<file path="config.mk">
export PLATFORM = sky130hd
export DESIGN_NAME = sff_top
export DESIGN_NICKNAME = d
export VERILOG_FILES = /design/src/sff_pkg.sv /design/src/sff_sync.sv /design/src/sff_fifo_mem.sv /design/src/sff_top.sv
export VERILOG_INCLUDE_DIRS = /design/src
export SDC_FILE = /design/constraint.sdc
export NUM_CORES = 1
export LEC_CHECK = 0
export BUFFER_PORTS_ARGS = -buffer_cell sky130_fd_sc_hd__buf_2
export CORE_MARGIN = 1.5
export CORE_UTILIZATION = 55
export DETAILED_ROUTE_END_ITERATION = 16
export GPL_TIMING_DRIVEN = 0
export PLACE_DENSITY_LB_ADDON = 0.05
export SYNTH_ARGS = -nofsm -noshare
export SYNTH_HDL_FRONTEND = slang
export SYNTH_HIERARCHICAL = 1
export SYNTH_SLANG_ARGS = --single-unit
</file>
<file path="constraint.sdc">
create_clock -name clk_i -period 3.9 [get_ports clk_i]
set_input_delay 0.585 -clock clk_i [delete_from_list [all_inputs] [get_ports clk_i]]
set_output_delay 0.585 -clock clk_i [all_outputs]
set_load 0.01 [all_outputs]
</file>
<file path="src/sff_defines.svh">
// Register indices, field positions, reset values and sizes of the SPI FIFO flag block.
// Assumes inclusion by bare name from the block's design files.
`ifndef SFF_DEFINES_SVH
`define SFF_DEFINES_SVH

// Register indices; byte address is four times the index
`define SFF_IDX_CTRL 10'h098
`define SFF_IDX_STAT 10'h099
`define SFF_IDX_RXD 10'h09A
`define SFF_IDX_TXD 10'h09B

// Status bit positions
`define SFF_ST_OVR 7
`define SFF_ST_RXNE 6
`define SFF_ST_TXF 5
`define SFF_ST_TXE 4
`define SFF_ST_TXFL 3
`define SFF_ST_EXPD 2

// Reset values
`define SFF_CTRL_RST 8'h00
`define SFF_ESS_RST 8'hFF
`define SFF_IDLE_BYTE 8'hFF

// Bus responses
`define SFF_RESP_OKAY 2'b00
`define SFF_RESP_SLVERR 2'b10

// FIFO geometry
`define SFF_FIFO_DEPTH 12
`define SFF_PTR_W 4

`endif

</file>
<file path="src/sff_pkg.sv">
// Types shared by the SPI FIFO flag block.
// Assumes nothing beyond a SystemVerilog compiler.
package sff_pkg;

    // Control register layout, bit 7 down to bit 0
    typedef struct packed {
        logic rx_irq_enable;
        logic tx_irq_enable;
        logic expander_detect_enable;
        logic [1:0] operating_mode_select;
        logic active_edge_select;
        logic spi_enable;
        logic loop_back;
    } sff_ctrl_t;

    // Serial pins as they arrive
    typedef struct packed {
        logic sck;
        logic mosi;
        logic ss_n;
    } sff_pins_t;

endpackage : sff_pkg

</file>
<file path="src/sff_sync.sv">
// Two-flop synchroniser for a bundle of asynchronous levels.
// Assumes the inputs are quasi-static relative to clk_i.
module sff_sync #(
    parameter int WIDTH = 3,
    parameter logic [WIDTH-1:0] RST_VAL = '0
) (
    input wire logic clk_i,
    input wire logic rst_i,
    input wire logic [WIDTH-1:0] d_i,
    output logic [WIDTH-1:0] q_o
);

    logic [WIDTH-1:0] meta_r;

    always_ff @(posedge clk_i or posedge rst_i)
    begin
        if (rst_i)
        begin
            // Idle pin levels, so no false edge follows reset
            meta_r <= RST_VAL;
            q_o <= RST_VAL;
        end
        else
        begin
            meta_r <= d_i;
            q_o <= meta_r;
        end
    end

endmodule : sff_sync

</file>
<file path="src/sff_fifo_mem.sv">
// Byte storage for one FIFO: one write port, two asynchronous read ports.
// Assumes the addresses stay below DEPTH.
module sff_fifo_mem #(
    parameter int WIDTH = 8,
    parameter int DEPTH = 12,
    parameter int AW = 4
) (
    input wire logic clk_i,
    input wire logic we_i,
    input wire logic [AW-1:0] waddr_i,
    input wire logic [WIDTH-1:0] wdata_i,
    input wire logic [AW-1:0] raddr_a_i,
    output logic [WIDTH-1:0] rdata_a_o,
    input wire logic [AW-1:0] raddr_b_i,
    output logic [WIDTH-1:0] rdata_b_o
);

    logic [WIDTH-1:0] mem [DEPTH];

    always_ff @(posedge clk_i)
    begin
        if (we_i)
        begin
            mem[waddr_i] <= wdata_i;
        end
    end

    assign rdata_a_o = mem[raddr_a_i];
    assign rdata_b_o = mem[raddr_b_i];

endmodule : sff_fifo_mem

</file>
<file path="src/sff_top.sv">
// SPI slave with 12-byte receive and transmit FIFOs, their flags and the select expander.
// Assumes an AXI4-Lite master on clk_i and asynchronous SPI pins from an external master.
//
// Chosen here: the AXI4-Lite register port.
`include "sff_defines.svh"

module sff_top #(
    parameter int DEPTH = `SFF_FIFO_DEPTH,
    parameter int PW = `SFF_PTR_W
) (
    input wire logic clk_i,
    input wire logic rst_i,
    input wire logic [11:0] s_axi_awaddr_i,
    input wire logic s_axi_awvalid_i,
    output logic s_axi_awready_o,
    input wire logic [31:0] s_axi_wdata_i,
    input wire logic [3:0] s_axi_wstrb_i,
    input wire logic s_axi_wvalid_i,
    output logic s_axi_wready_o,
    output logic [1:0] s_axi_bresp_o,
    output logic s_axi_bvalid_o,
    input wire logic s_axi_bready_i,
    input wire logic [11:0] s_axi_araddr_i,
    input wire logic s_axi_arvalid_i,
    output logic s_axi_arready_o,
    output logic [31:0] s_axi_rdata_o,
    output logic [1:0] s_axi_rresp_o,
    output logic s_axi_rvalid_o,
    input wire logic s_axi_rready_i,
    input wire logic sck_i,
    input wire logic mosi_i,
    input wire logic ss_n_i,
    output logic miso_o,
    output logic miso_oe_o,
    output logic [7:0] expanded_select_outputs_o,
    output logic expander_mode_o,
    output logic rx_irq_o,
    output logic tx_irq_o
);

    // ------------------------------------------------------------
    // Pin synchronisation
    // ------------------------------------------------------------
    sff_pkg::sff_pins_t pins_raw;
    sff_pkg::sff_pins_t pins_s;
    logic sck_d_r;
    logic ss_d_r;

    assign pins_raw = '{sck: sck_i, mosi: mosi_i, ss_n: ss_n_i};

    sff_sync #(
        .WIDTH(3),
        .RST_VAL(3'b011)
    ) u_sync (
        .clk_i(clk_i),
        .rst_i(rst_i),
        .d_i(pins_raw),
        .q_o(pins_s)
    );

    always_ff @(posedge clk_i or posedge rst_i)
    begin
        if (rst_i)
        begin
            sck_d_r <= 1'b0;
            ss_d_r <= 1'b1;
        end
        else
        begin
            sck_d_r <= pins_s.sck;
            ss_d_r <= pins_s.ss_n;
        end
    end

    // ------------------------------------------------------------
    // Declarations
    // ------------------------------------------------------------
    sff_pkg::sff_ctrl_t ctrl_r;
    logic [PW-1:0] rx_wp_r, rx_rp_r, tx_wp_r, tx_rp_r;
    logic rx_full_r, tx_full_r, tx_empty_r, rx_ovr_r, tx_flushed_r;
    logic exp_mode_r, exp_first_r, exp_det_r, armed_r, tx_busy_r;
    logic [7:0] ess_r, rx_shift_r, tx_shift_r;
    logic [2:0] bit_cnt_r;
    logic [7:0] rx_rd_data, tx_rd_data, tx_sw_data;
    logic aw_have_r, w_have_r, bvalid_nxt, rvalid_nxt, aw_have_nxt, w_have_nxt;
    logic [9:0] aw_idx_r;
    logic [7:0] wdata_q_r;
    logic wstrb0_q_r;

    function automatic logic [PW-1:0] ptr_inc(input logic [PW-1:0] p);
        ptr_inc = (p == PW'(DEPTH - 1)) ? '0 : p + PW'(1);
    endfunction : ptr_inc

    // ------------------------------------------------------------
    // Serial events
    // ------------------------------------------------------------
    logic sck_rise, sck_fall, sample_edge, shift_edge, ss_fall, ss_rise;
    logic active, byte_done, load_evt;
    logic [7:0] rx_byte;

    assign sck_rise = pins_s.sck & ~sck_d_r;
    assign sck_fall = ~pins_s.sck & sck_d_r;
    assign sample_edge = ctrl_r.active_edge_select ? sck_fall : sck_rise;
    assign shift_edge = ctrl_r.active_edge_select ? sck_rise : sck_fall;
    assign ss_fall = ~pins_s.ss_n & ss_d_r;
    assign ss_rise = pins_s.ss_n & ~ss_d_r;
    assign active = ctrl_r.spi_enable & armed_r & ~pins_s.ss_n;
    assign byte_done = active & sample_edge & (bit_cnt_r == 3'd7);
    assign rx_byte = {rx_shift_r[6:0], pins_s.mosi};
    assign load_evt = (active & ss_fall) | byte_done;

    // ------------------------------------------------------------
    // Software events
    // ------------------------------------------------------------
    logic wr_fire, ar_take, aw_take, w_take;
    logic [9:0] ar_idx;
    logic sw_stat_wr, sw_txd_wr, sw_tx_wr, sw_rx_rd;
    logic rx_not_empty, tx_avail;

    assign aw_take = s_axi_awvalid_i & s_axi_awready_o;
    assign w_take = s_axi_wvalid_i & s_axi_wready_o;
    assign ar_take = s_axi_arvalid_i & s_axi_arready_o;
    assign ar_idx = s_axi_araddr_i[11:2];
    assign wr_fire = aw_have_r & w_have_r & ~s_axi_bvalid_o;
    assign sw_stat_wr = wr_fire & (aw_idx_r == `SFF_IDX_STAT);
    assign sw_txd_wr = wr_fire & wstrb0_q_r & (aw_idx_r == `SFF_IDX_TXD);
    assign sw_tx_wr = sw_txd_wr & ctrl_r.spi_enable & ~tx_full_r;
    assign rx_not_empty = (rx_wp_r != rx_rp_r) | rx_full_r;
    assign tx_avail = (tx_wp_r != tx_rp_r) | tx_full_r;
    assign sw_rx_rd = ar_take & (ar_idx == `SFF_IDX_RXD) & ctrl_r.spi_enable & rx_not_empty;

    // ------------------------------------------------------------
    // Receive FIFO
    // ------------------------------------------------------------
    logic rx_attempt, rx_wr, ovr_set, ovr_clr;

    assign rx_attempt = byte_done & ~exp_mode_r;
    assign rx_wr = rx_attempt & ~rx_full_r & ~rx_ovr_r;
    assign ovr_set = rx_attempt & rx_full_r;
    assign ovr_clr = sw_stat_wr & rx_ovr_r & ~ovr_set;

    sff_fifo_mem #(
        .WIDTH(8),
        .DEPTH(DEPTH),
        .AW(PW)
    ) u_rx_mem (
        .clk_i(clk_i),
        .we_i(rx_wr),
        .waddr_i(rx_wp_r),
        .wdata_i(rx_byte),
        .raddr_a_i(rx_rp_r),
        .rdata_a_o(rx_rd_data),
        .raddr_b_i(rx_rp_r),
        .rdata_b_o()
    );

    always_ff @(posedge clk_i or posedge rst_i)
    begin
        if (rst_i)
        begin
            rx_wp_r <= '0;
            rx_rp_r <= '0;
            rx_full_r <= 1'b0;
        end
        else if (!ctrl_r.spi_enable || ovr_clr)
        begin
            rx_wp_r <= '0;
            rx_rp_r <= '0;
            rx_full_r <= 1'b0;
        end
        else
        begin
            if (rx_wr)
            begin
                rx_wp_r <= ptr_inc(rx_wp_r);
            end
            if (sw_rx_rd)
            begin
                rx_rp_r <= ptr_inc(rx_rp_r);
            end
            if (rx_wr && !sw_rx_rd && (ptr_inc(rx_wp_r) == rx_rp_r))
            begin
                rx_full_r <= 1'b1;
            end
            else if (sw_rx_rd)
            begin
                rx_full_r <= 1'b0;
            end
        end
    end

    always_ff @(posedge clk_i or posedge rst_i)
    begin
        if (rst_i)
        begin
            rx_ovr_r <= 1'b0;
        end
        else if (ovr_set)
        begin
            rx_ovr_r <= 1'b1;
        end
        else if (sw_stat_wr)
        begin
            rx_ovr_r <= 1'b0;
        end
    end

    // ------------------------------------------------------------
    // Transmit FIFO
    // ------------------------------------------------------------
    logic tx_rd, flush;

    assign tx_rd = load_evt & tx_avail;
    assign flush = ss_rise & ctrl_r.spi_enable & (tx_avail | tx_busy_r);

    sff_fifo_mem #(
        .WIDTH(8),
        .DEPTH(DEPTH),
        .AW(PW)
    ) u_tx_mem (
        .clk_i(clk_i),
        .we_i(sw_tx_wr),
        .waddr_i(tx_wp_r),
        .wdata_i(wdata_q_r),
        .raddr_a_i(tx_rp_r),
        .rdata_a_o(tx_rd_data),
        .raddr_b_i(tx_wp_r),
        .rdata_b_o(tx_sw_data)
    );

    always_ff @(posedge clk_i or posedge rst_i)
    begin
        if (rst_i)
        begin
            tx_wp_r <= '0;
            tx_rp_r <= '0;
            tx_full_r <= 1'b0;
            tx_empty_r <= 1'b1;
        end
        else if (!ctrl_r.spi_enable || flush)
        begin
            tx_wp_r <= '0;
            tx_rp_r <= '0;
            tx_full_r <= 1'b0;
            tx_empty_r <= 1'b1;
        end
        else
        begin
            if (sw_tx_wr)
            begin
                tx_wp_r <= ptr_inc(tx_wp_r);
            end
            if (tx_rd)
            begin
                tx_rp_r <= ptr_inc(tx_rp_r);
            end
            if (sw_tx_wr && !tx_rd && (ptr_inc(tx_wp_r) == tx_rp_r))
            begin
                tx_full_r <= 1'b1;
            end
            else if (tx_rd)
            begin
                tx_full_r <= 1'b0;
            end
            if (tx_rd && !sw_tx_wr && (ptr_inc(tx_rp_r) == tx_wp_r))
            begin
                tx_empty_r <= 1'b1;
            end
            else if (sw_tx_wr)
            begin
                tx_empty_r <= 1'b0;
            end
        end
    end

    always_ff @(posedge clk_i or posedge rst_i)
    begin
        if (rst_i)
        begin
            tx_flushed_r <= 1'b0;
        end
        else if (flush)
        begin
            tx_flushed_r <= 1'b1;
        end
        else if (sw_txd_wr)
        begin
            tx_flushed_r <= 1'b0;
        end
    end

    // ------------------------------------------------------------
    // Shift engine
    // ------------------------------------------------------------
    always_ff @(posedge clk_i or posedge rst_i)
    begin
        if (rst_i)
        begin
            armed_r <= 1'b0;
            bit_cnt_r <= 3'd0;
            rx_shift_r <= 8'h00;
            tx_shift_r <= `SFF_IDLE_BYTE;
            tx_busy_r <= 1'b0;
        end
        else
        begin
            // Hold off shifting until select has been seen inactive
            if (!ctrl_r.spi_enable)
            begin
                armed_r <= 1'b0;
            end
            else if (pins_s.ss_n)
            begin
                armed_r <= 1'b1;
            end
            if (!active)
            begin
                bit_cnt_r <= 3'd0;
            end
            else if (sample_edge)
            begin
                bit_cnt_r <= bit_cnt_r + 3'd1;
                rx_shift_r <= rx_byte;
            end
            if (load_evt)
            begin
                tx_shift_r <= tx_rd ? tx_rd_data : `SFF_IDLE_BYTE;
                tx_busy_r <= tx_rd;
            end
            else if (active && shift_edge && (bit_cnt_r != 3'd0))
            begin
                tx_shift_r <= {tx_shift_r[6:0], 1'b1};
            end
            else if (ss_rise)
            begin
                tx_busy_r <= 1'b0;
            end
        end
    end

    // ------------------------------------------------------------
    // Select expander
    // ------------------------------------------------------------
    always_ff @(posedge clk_i or posedge rst_i)
    begin
        if (rst_i)
        begin
            exp_mode_r <= 1'b0;
            exp_first_r <= 1'b0;
            exp_det_r <= 1'b0;
            ess_r <= `SFF_ESS_RST;
        end
        else if (ss_rise)
        begin
            exp_mode_r <= 1'b0;
            exp_first_r <= 1'b0;
            exp_det_r <= 1'b0;
            ess_r <= `SFF_ESS_RST;
        end
        else if (active && ss_fall)
        begin
            exp_mode_r <= ctrl_r.expander_detect_enable & ~pins_s.mosi;
            exp_first_r <= 1'b1;
        end
        else if (byte_done && exp_mode_r && exp_first_r)
        begin
            ess_r <= rx_byte;
            exp_det_r <= 1'b1;
            exp_first_r <= 1'b0;
        end
    end

    // ------------------------------------------------------------
    // Pin and interrupt outputs
    // ------------------------------------------------------------
    always_ff @(posedge clk_i or posedge rst_i)
    begin
        if (rst_i)
        begin
            miso_o <= 1'b1;
            miso_oe_o <= 1'b0;
            expanded_select_outputs_o <= `SFF_ESS_RST;
            expander_mode_o <= 1'b0;
            rx_irq_o <= 1'b0;
            tx_irq_o <= 1'b0;
        end
        else
        begin
            miso_o <= active ? tx_shift_r[7] : 1'b1;
            miso_oe_o <= active;
            expanded_select_outputs_o <= ess_r;
            expander_mode_o <= exp_mode_r;
            rx_irq_o <= ctrl_r.rx_irq_enable & (rx_ovr_r | rx_not_empty);
            tx_irq_o <= ctrl_r.tx_irq_enable & (tx_wp_r == tx_rp_r) & tx_empty_r;
        end
    end

    // ------------------------------------------------------------
    // AXI4-Lite slave
    // ------------------------------------------------------------
    logic [7:0] status_byte;
    logic ar_mapped, aw_mapped;

    assign status_byte = {rx_ovr_r, rx_not_empty, tx_full_r, tx_empty_r,
                          tx_flushed_r, exp_det_r, 2'b00};
    assign ar_mapped = (ar_idx >= `SFF_IDX_CTRL) && (ar_idx <= `SFF_IDX_TXD);
    assign aw_mapped = (aw_idx_r >= `SFF_IDX_CTRL) && (aw_idx_r <= `SFF_IDX_TXD);
    assign aw_have_nxt = wr_fire ? 1'b0 : (aw_have_r | aw_take);
    assign w_have_nxt = wr_fire ? 1'b0 : (w_have_r | w_take);
    assign bvalid_nxt = wr_fire | (s_axi_bvalid_o & ~s_axi_bready_i);
    assign rvalid_nxt = ar_take | (s_axi_rvalid_o & ~s_axi_rready_i);

    always_ff @(posedge clk_i or posedge rst_i)
    begin
        if (rst_i)
        begin
            aw_have_r <= 1'b0;
            w_have_r <= 1'b0;
            aw_idx_r <= 10'h000;
            wdata_q_r <= 8'h00;
            wstrb0_q_r <= 1'b0;
            s_axi_awready_o <= 1'b0;
            s_axi_wready_o <= 1'b0;
            s_axi_bvalid_o <= 1'b0;
            s_axi_bresp_o <= `SFF_RESP_OKAY;
        end
        else
        begin
            aw_have_r <= aw_have_nxt;
            w_have_r <= w_have_nxt;
            s_axi_awready_o <= ~aw_have_nxt & ~bvalid_nxt;
            s_axi_wready_o <= ~w_have_nxt & ~bvalid_nxt;
            s_axi_bvalid_o <= bvalid_nxt;
            if (aw_take)
            begin
                aw_idx_r <= s_axi_awaddr_i[11:2];
            end
            if (w_take)
            begin
                wdata_q_r <= s_axi_wdata_i[7:0];
                wstrb0_q_r <= s_axi_wstrb_i[0];
            end
            if (wr_fire)
            begin
                s_axi_bresp_o <= aw_mapped ? `SFF_RESP_OKAY : `SFF_RESP_SLVERR;
            end
        end
    end

    always_ff @(posedge clk_i or posedge rst_i)
    begin
        if (rst_i)
        begin
            ctrl_r <= `SFF_CTRL_RST;
        end
        else if (wr_fire && wstrb0_q_r && (aw_idx_r == `SFF_IDX_CTRL))
        begin
            ctrl_r <= wdata_q_r;
        end
    end

    always_ff @(posedge clk_i or posedge rst_i)
    begin
        if (rst_i)
        begin
            s_axi_arready_o <= 1'b0;
            s_axi_rvalid_o <= 1'b0;
            s_axi_rdata_o <= 32'h0000_0000;
            s_axi_rresp_o <= `SFF_RESP_OKAY;
        end
        else
        begin
            s_axi_arready_o <= ~rvalid_nxt;
            s_axi_rvalid_o <= rvalid_nxt;
            if (ar_take)
            begin
                s_axi_rresp_o <= ar_mapped ? `SFF_RESP_OKAY : `SFF_RESP_SLVERR;
                case (ar_idx)
                    `SFF_IDX_CTRL: s_axi_rdata_o <= {24'h00_0000, ctrl_r};
                    `SFF_IDX_STAT: s_axi_rdata_o <= {24'h00_0000, status_byte};
                    `SFF_IDX_RXD: s_axi_rdata_o <= {24'h00_0000, rx_rd_data};
                    `SFF_IDX_TXD: s_axi_rdata_o <= {24'h00_0000, tx_sw_data};
                    default: s_axi_rdata_o <= 32'h0000_0000;
                endcase
            end
        end
    end

endmodule : sff_top

</file>
### Word-level counts from Yosys, hierarchy flattened

Memories as Yosys holds them, arrays and structs flattened.
Cells that the tools add are included.

| operators by class | value |
|---|---|
| add/sub/neg operators | 5 |
| order comparisons | 4 |
| eq/ne operators | 22 |
| muxes and demuxes | 58 |
| bitwise operators | 65 |
| reductions and logical operators | 39 |

Operators by type and width:

| kind | count |
|---|---|
| $eq A10 B8 Y1 const B | 7 |
| $mux W4 | 12 |
| $mux W8 | 6 |
| $and A1 B1 Y1 | 39 |
| $mux W1 | 35 |
| $pmux W8 S4 | 1 |
| $ge A10 B8 Y1 const B | 2 |
| $le A10 B8 Y1 const B | 2 |
| $reduce_bool A2 Y1 | 10 |
| $not A1 Y1 | 17 |
| $add A4 B1 Y4 const B | 4 |
| $eq A4 B4 Y1 | 4 |
| $eq A4 B4 Y1 const B | 4 |
| $logic_and A1 B1 Y1 | 15 |
| $reduce_bool A3 Y1 | 5 |
| $or A1 B1 Y1 | 9 |
| $ne A4 B4 Y1 | 2 |
| $mux W3 | 2 |
| $ne A2 B2 Y1 const B | 3 |
| $reduce_and A2 Y1 | 3 |
| $logic_not A1 Y1 | 4 |
| $mux W2 | 2 |
| $add A3 B1 Y3 const B | 1 |
| $eq A3 B3 Y1 const B | 1 |
| other kinds (2) | 3 |

| word-level totals | value |
|---|---|
| flip-flop bits (word level) | 143 |
| RAM bits | 192 |
| input port bits | 70 |
| output and inout bits | 54 |
| word-level logic and storage cells | 243 |
| memories kept | 2 |

Memory list:

| memory | words | width | read ports | clocked after Yosys merged registers in | write ports | line | source |
|---|---|---|---|---|---|---|---|
| u_rx_mem.mem | 12 | 8 | 1 | 0 | 1 | sff_fifo_mem.sv:18 | `logic [WIDTH-1:0] mem [DEPTH];` |
| u_tx_mem.mem | 12 | 8 | 2 | 0 | 1 | sff_fifo_mem.sv:18 |  |

### Logic depth before layout (Yosys ltp)

| logic depth | value |
|---|---|
| depth in word-level cells | 12 |
| mapped depth | 8 |

### Cells and area by module

Netlist, hierarchy kept.

Modules (own cells, without submodules):

| module | times used | cells each | area each (um^2) |
|---|---|---|---|
| sff_fifo_mem | 2 | 248 | 4,565.6 |
| sff_top | 1 | 525 | 5,467.7 |
| sff_sync | 1 | 7 | 158.9 |

### Worst setup path after synthesis

Ideal clock, no wire load.

| timing | value |
|---|---|
| path type | register to register |
| start | register aw_idx_r[9] |
| end | memory u_tx_mem.mem[0][0], enable pin |
| setup time | 383 ps |
| arrival time | 3,004 ps |
| data required time | 3,517 ps |
| path slack | 513 ps |
| stages on the path, launching flop included | 7 |
| buffers on the path | 0 |
| period minus slack after synthesis | 3,387 ps |
| cells stage by stage | dfrtp_1 > or4b_4 > or4_1 > or3b_4 > inv_2 > or3b_2 > nor3_1 |

| between the ends | value |
|---|---|
| cells in the longest elaborated chain, start to end | 6 |

Ends and longest elaborated chain:

| item | line | source |
|---|---|---|
| start, declared | sff_top.sv:86 | `logic [9:0] aw_idx_r;` |
| start signal, assigned | sff_top.sv:436 | `aw_idx_r <= s_axi_awaddr_i[11:2];` |
| $eq A10 B8 Y1 (no source line) | n/a |  |
| $and A1 B1 Y1 | sff_top.sv:126 | `` assign sw_txd_wr = wr_fire & wstrb0_q_r & (aw_idx_r == `SFF_IDX_TXD); `` |
| $and A1 B1 Y1 (2 in a row) | sff_top.sv:127 | `assign sw_tx_wr = sw_txd_wr & ctrl_r.spi_enable & ~tx_full_r;` |
| net sw_tx_wr | sff_top.sv:117 | `logic sw_stat_wr, sw_txd_wr, sw_tx_wr, sw_rx_rd;` |
| $mux W1 | sff_fifo_mem.sv:22 | `if (we_i)` |
| $mux W1 (implied by the code) | sff_fifo_mem.sv:24 | `mem[waddr_i] <= wdata_i;` |
| end, declared | sff_fifo_mem.sv:18 |  |

The timed path passes the listed nets, and every way through them passes these cells.

### Worst setup path in the final report

| timing | value |
|---|---|
| start | register aw_idx_r[9] |
| end | memory u_tx_mem.mem[2][7], enable pin |

The elaborated chain is that of the path after synthesis.

==> impl_results.html <==
<table>
<tr><th>Metric</th><th>Value</th></tr>
<tr><th colspan="2">Outcome</th></tr>
<tr><td>Run status</td><td>finished, final reports clean</td></tr>
<tr><th colspan="2">Flow run</th></tr>
<tr><td>Number of max-cap violations</td><td>0</td></tr>
<tr><th colspan="2">Power and ir drop</th></tr>
<tr><td>IR Drop Worst-Case VDD</td><td>roughly 0.00044 V</td></tr>
<tr><td>Power density normalized to cell area</td><td>464.2 nW/um^2</td></tr>
<tr><td>Static power due to leakage</td><td>roughly 0.0057 uW</td></tr>
<tr><td>Power consumption</td><td>7375 uW</td></tr>
<tr><th colspan="2">Place</th></tr>
<tr><td>Routability congestion estimate from global placement</td><td>0.8565</td></tr>
<tr><td>Placed cell areas</td><td>between 10000 and 15000 um^2</td></tr>
<tr><td>DPL Wire Length</td><td>roughly 21000 um</td></tr>
<tr><td>Worst setup timing slack at the placement stage</td><td>-0.1996 ns</td></tr>
<tr><td>PortBufs</td><td>65</td></tr>
<tr><th colspan="2">Layout</th></tr>
<tr><td>Growth of design area from synthesis to finish</td><td>13.83%</td></tr>
<tr><td>Final core utilization</td><td>between 60 and 70%</td></tr>
<tr><td>Final net count</td><td>around 1200</td></tr>
<tr><td>Share of final-layout standard cells stronger than drive strength 1</td><td>27.57%</td></tr>
<tr><td>Layout fillers</td><td>1899</td></tr>
<tr><td>Finished layout cell area</td><td>approximately 16000 um^2</td></tr>
<tr><th colspan="2">STA</th></tr>
<tr><td>Worst hold margin</td><td>around 0.022 ns</td></tr>
<tr><td>Worst Setup Slack, final</td><td>approximately 0.3 ns</td></tr>
<tr><td>RSZ-0062 raised after global routing</td><td>false</td></tr>
<tr><td>Max-slew violations</td><td>0</td></tr>
<tr><td>Final clock period utilization by the worst path</td><td>between 90% and 100%</td></tr>
<tr><td>Min Clock Period, post-route</td><td>3.603 ns</td></tr>
<tr><td>Final Hold Fails</td><td>0</td></tr>
<tr><td>Setup violations, final</td><td>0</td></tr>
<tr><td>Pin slew with the least headroom to its limit</td><td>about 1.4 ns</td></tr>
<tr><td>Fmax</td><td>roughly 280 MHz</td></tr>
<tr><td>Worst Skew</td><td>~0.018 ns</td></tr>
<tr><td>Max-slew headroom at the worst pin</td><td>under 10%</td></tr>
<tr><th colspan="2">Worst setup path</th></tr>
<tr><td>Kind of critical path</td><td>flip-flop to flip-flop</td></tr>
<tr><td>Critical-path maximum fanout</td><td>8</td></tr>
<tr><td>Critical Path AT</td><td>approximately 3.7 ns</td></tr>
<tr><td>Critical path launch point type</td><td>flip-flop</td></tr>
<tr><td>Kind of end point of the critical path</td><td>flip-flop</td></tr>
<tr><td>Required @ worst endpoint</td><td>around 4.0 ns</td></tr>
<tr><th colspan="2">Clock network</th></tr>
<tr><td>Clock tree from TritonCTS</td><td>done</td></tr>
<tr><td>Worst-skew pair later-pin latency</td><td>0.51 ns</td></tr>
<tr><td>Hold buffer count at CTS</td><td>0</td></tr>
<tr><td>Number of H-tree branching levels</td><td>2</td></tr>
<tr><td>Number of buffers on the longest clock path</td><td>3</td></tr>
<tr><td>Clock sink count</td><td>309</td></tr>
<tr><td>Worst-path clk slew</td><td>0.05 ns</td></tr>
<tr><td>Setup repair bufs after CTS</td><td>0</td></tr>
<tr><td>Root Buffer Master</td><td>clkbuf_16</td></tr>
<tr><td>Total clock buffers created by CTS</td><td>34</td></tr>
<tr><th colspan="2">Drt</th></tr>
<tr><td>Vias per cell</td><td>5.792</td></tr>
<tr><td>Remaining number of nets flagged by the antenna check after routing</td><td>0</td></tr>
<tr><td>Number of design-rule violations left by the first detailed-router iteration</td><td>601</td></tr>
<tr><td>Average detailed-routed wire length per instance</td><td>around 21 um</td></tr>
<tr><td>DRC viols</td><td>0</td></tr>
<tr><td>Final Routed Wirelength</td><td>slightly above 30000 um</td></tr>
<tr><td>DR vias</td><td>8451</td></tr>
<tr><td>Detailed-router iteration count before antenna repair</td><td>5</td></tr>
<tr><th colspan="2">Floorplan</th></tr>
<tr><td>Die height</td><td>162.3 um</td></tr>
<tr><td>Floorplan die width</td><td>roughly 160 um</td></tr>
<tr><td>Total I/O pin count</td><td>~120</td></tr>
<tr><td>Number of rows in the core area</td><td>slightly below 60</td></tr>
<tr><td>Overall die area</td><td>about 26000 um^2</td></tr>
<tr><td>Core area</td><td>about 25000 um^2</td></tr>
<tr><td>Initial standard-cell utilization of the core</td><td>between 50 and 60%</td></tr>
<tr><th colspan="2">Global route</th></tr>
<tr><td>Largest net degree at the start of global routing</td><td>between 60 and 70</td></tr>
<tr><td>Vias in the first global route</td><td>8361</td></tr>
<tr><td>Initial antenna violation count</td><td>1</td></tr>
<tr><td>Total GRT Usage</td><td>a little under a quarter</td></tr>
<tr><td>Remaining Overflow, GRT</td><td>0</td></tr>
<tr><td>Wire length of the first global-routing pass</td><td>~47000 um</td></tr>
<tr><th colspan="2">Logic synthesis</th></tr>
<tr><td>Average cell area after synthesis</td><td>14.24 um^2</td></tr>
<tr><td>Number of synthesis warnings</td><td>6</td></tr>
<tr><td>Area of the mapped netlist</td><td>13960 um^2</td></tr>
<tr><td>Post-synthesis instance total</td><td>between 900 and 1000</td></tr>
<tr><th colspan="2">Hold path</th></tr>
<tr><td>Type of the worst min-delay path</td><td>input pin to asynchronous set/reset pin</td></tr>
</table>
## sequential cells by signal, indices dropped and copies added, names as in the netlist, 3 cells and up
register	count
s_axi_rdata_o	8
wdata_q_r	8
aw_idx_r	10
bit_cnt_r	3
tx_shift_r	8
tx_rp_r	4
u_sync/meta_r	3
u_tx_mem/mem	96
expanded_select_outputs_o	8
rx_shift_r	7
tx_wp_r	4
rx_wp_r	4
ctrl_r	8
rx_rp_r	4
u_rx_mem/mem	96
ess_r	8
u_sync/q_o	3
## layer usage
layer / track usage [%] / vias up / wire length, um
li1: - / 3938 / -
met1: 32.38 / 4193 / 13010
met2: 39.47 / 274 / 15110
met3: 4.239 / 46 / 1836
met4: 7.381 / 0 / 643
met5: 0 / - / 0
## repair_timing
| item | CTS | global route |
|---|---|---|
| pin swaps | 0 | 0 |
| gates resized for setup | 1 | 1 |
| endpoints found under the setup margin | 8 | 8 |
## worst paths after layout
check	from	to	slack, ns	cells past startpoint
max	aw_idx_r[9]$_DFFE_PP0P_	u_tx_mem/mem[2][7]$_DFFE_PP_	0.30	6
min	rst_i	u_sync/meta_r[2]$_DFF_PP0_	0.02	2
max reg2reg	aw_idx_r[9]$_DFFE_PP0P_	u_tx_mem/mem[2][7]$_DFFE_PP_	0.30	6
min reg2reg	u_sync/meta_r[2]$_DFF_PP0_	u_sync/q_o[2]$_DFF_PP0_	0.34	0
max in group asynchronous	rst_i	tx_shift_r[3]$_DFFE_PP1P_	2.87	3
min in group clk_i	mosi_i	u_sync/meta_r[1]$_DFF_PP1_	0.19	1
## cells in the final DEF (no fill, tap or decap), types with 31 or more instances in the layout
cell,n
clkbuf_16,37
a21oi_1,44
dfrtp_1,86
mux2_2,79
clkbuf_1,37
buf_2,73
mux2i_1,44
mux4_2,35
inv_1,35
nand2_1,59
edfxtp_1,192
o21ai_0,42
dfstp_2,31
nor2_1,45
## critical path: stages (launching register included)
cell and delay [ns]:
dfrtp_1 0.37, or4b_4 0.55, or4_1 0.53, or3b_4 0.44, inv_2 0.16, or3b_2 0.52
nor2_1 0.65
## per-stage QoR
step / setup TNS, ns / instances
after floorplan: 0 / 1005
after global placement: -81.81 / 1400
after detailed placement: -1.592 / 1401
after CTS: 0 / 1458
after global routing: 0 / 1459
final: 0 / 1459
## where the power goes
group / internal [uW] / total, uW / switching [uW] / leakage, uW
sequential: 3760 / 4050 / 284 / 0.00312
clock: 1790 / 2980 / 1190 / 0.000515
combinational: 183 / 346 / 163 / 0.00207
total: 5740 / 7370 / 1640 / 0.00570
## final cells by class
| cell class | instances | area, um^2 | share of cell area (%) |
|---|---|---|---|
| clock inverters | 6 | 27.53 | 0.1733 |
| multi-input cells | 585 | 4783 | 30.11 |
| well taps | 330 | 412.9 | 2.599 |
| repair buffers | 66 | 352.8 | 2.221 |
| flip-flops and latches | 309 | 8732 | 54.96 |
| plain buffers | 74 | 416.7 | 2.622 |
| clock buffers | 51 | 1018 | 6.410 |
| inverters | 37 | 141.4 | 0.8899 |
| diodes | 1 | 2.502 | 0.01575 |
No activity file was read; power rests on OpenSTA's default activity.
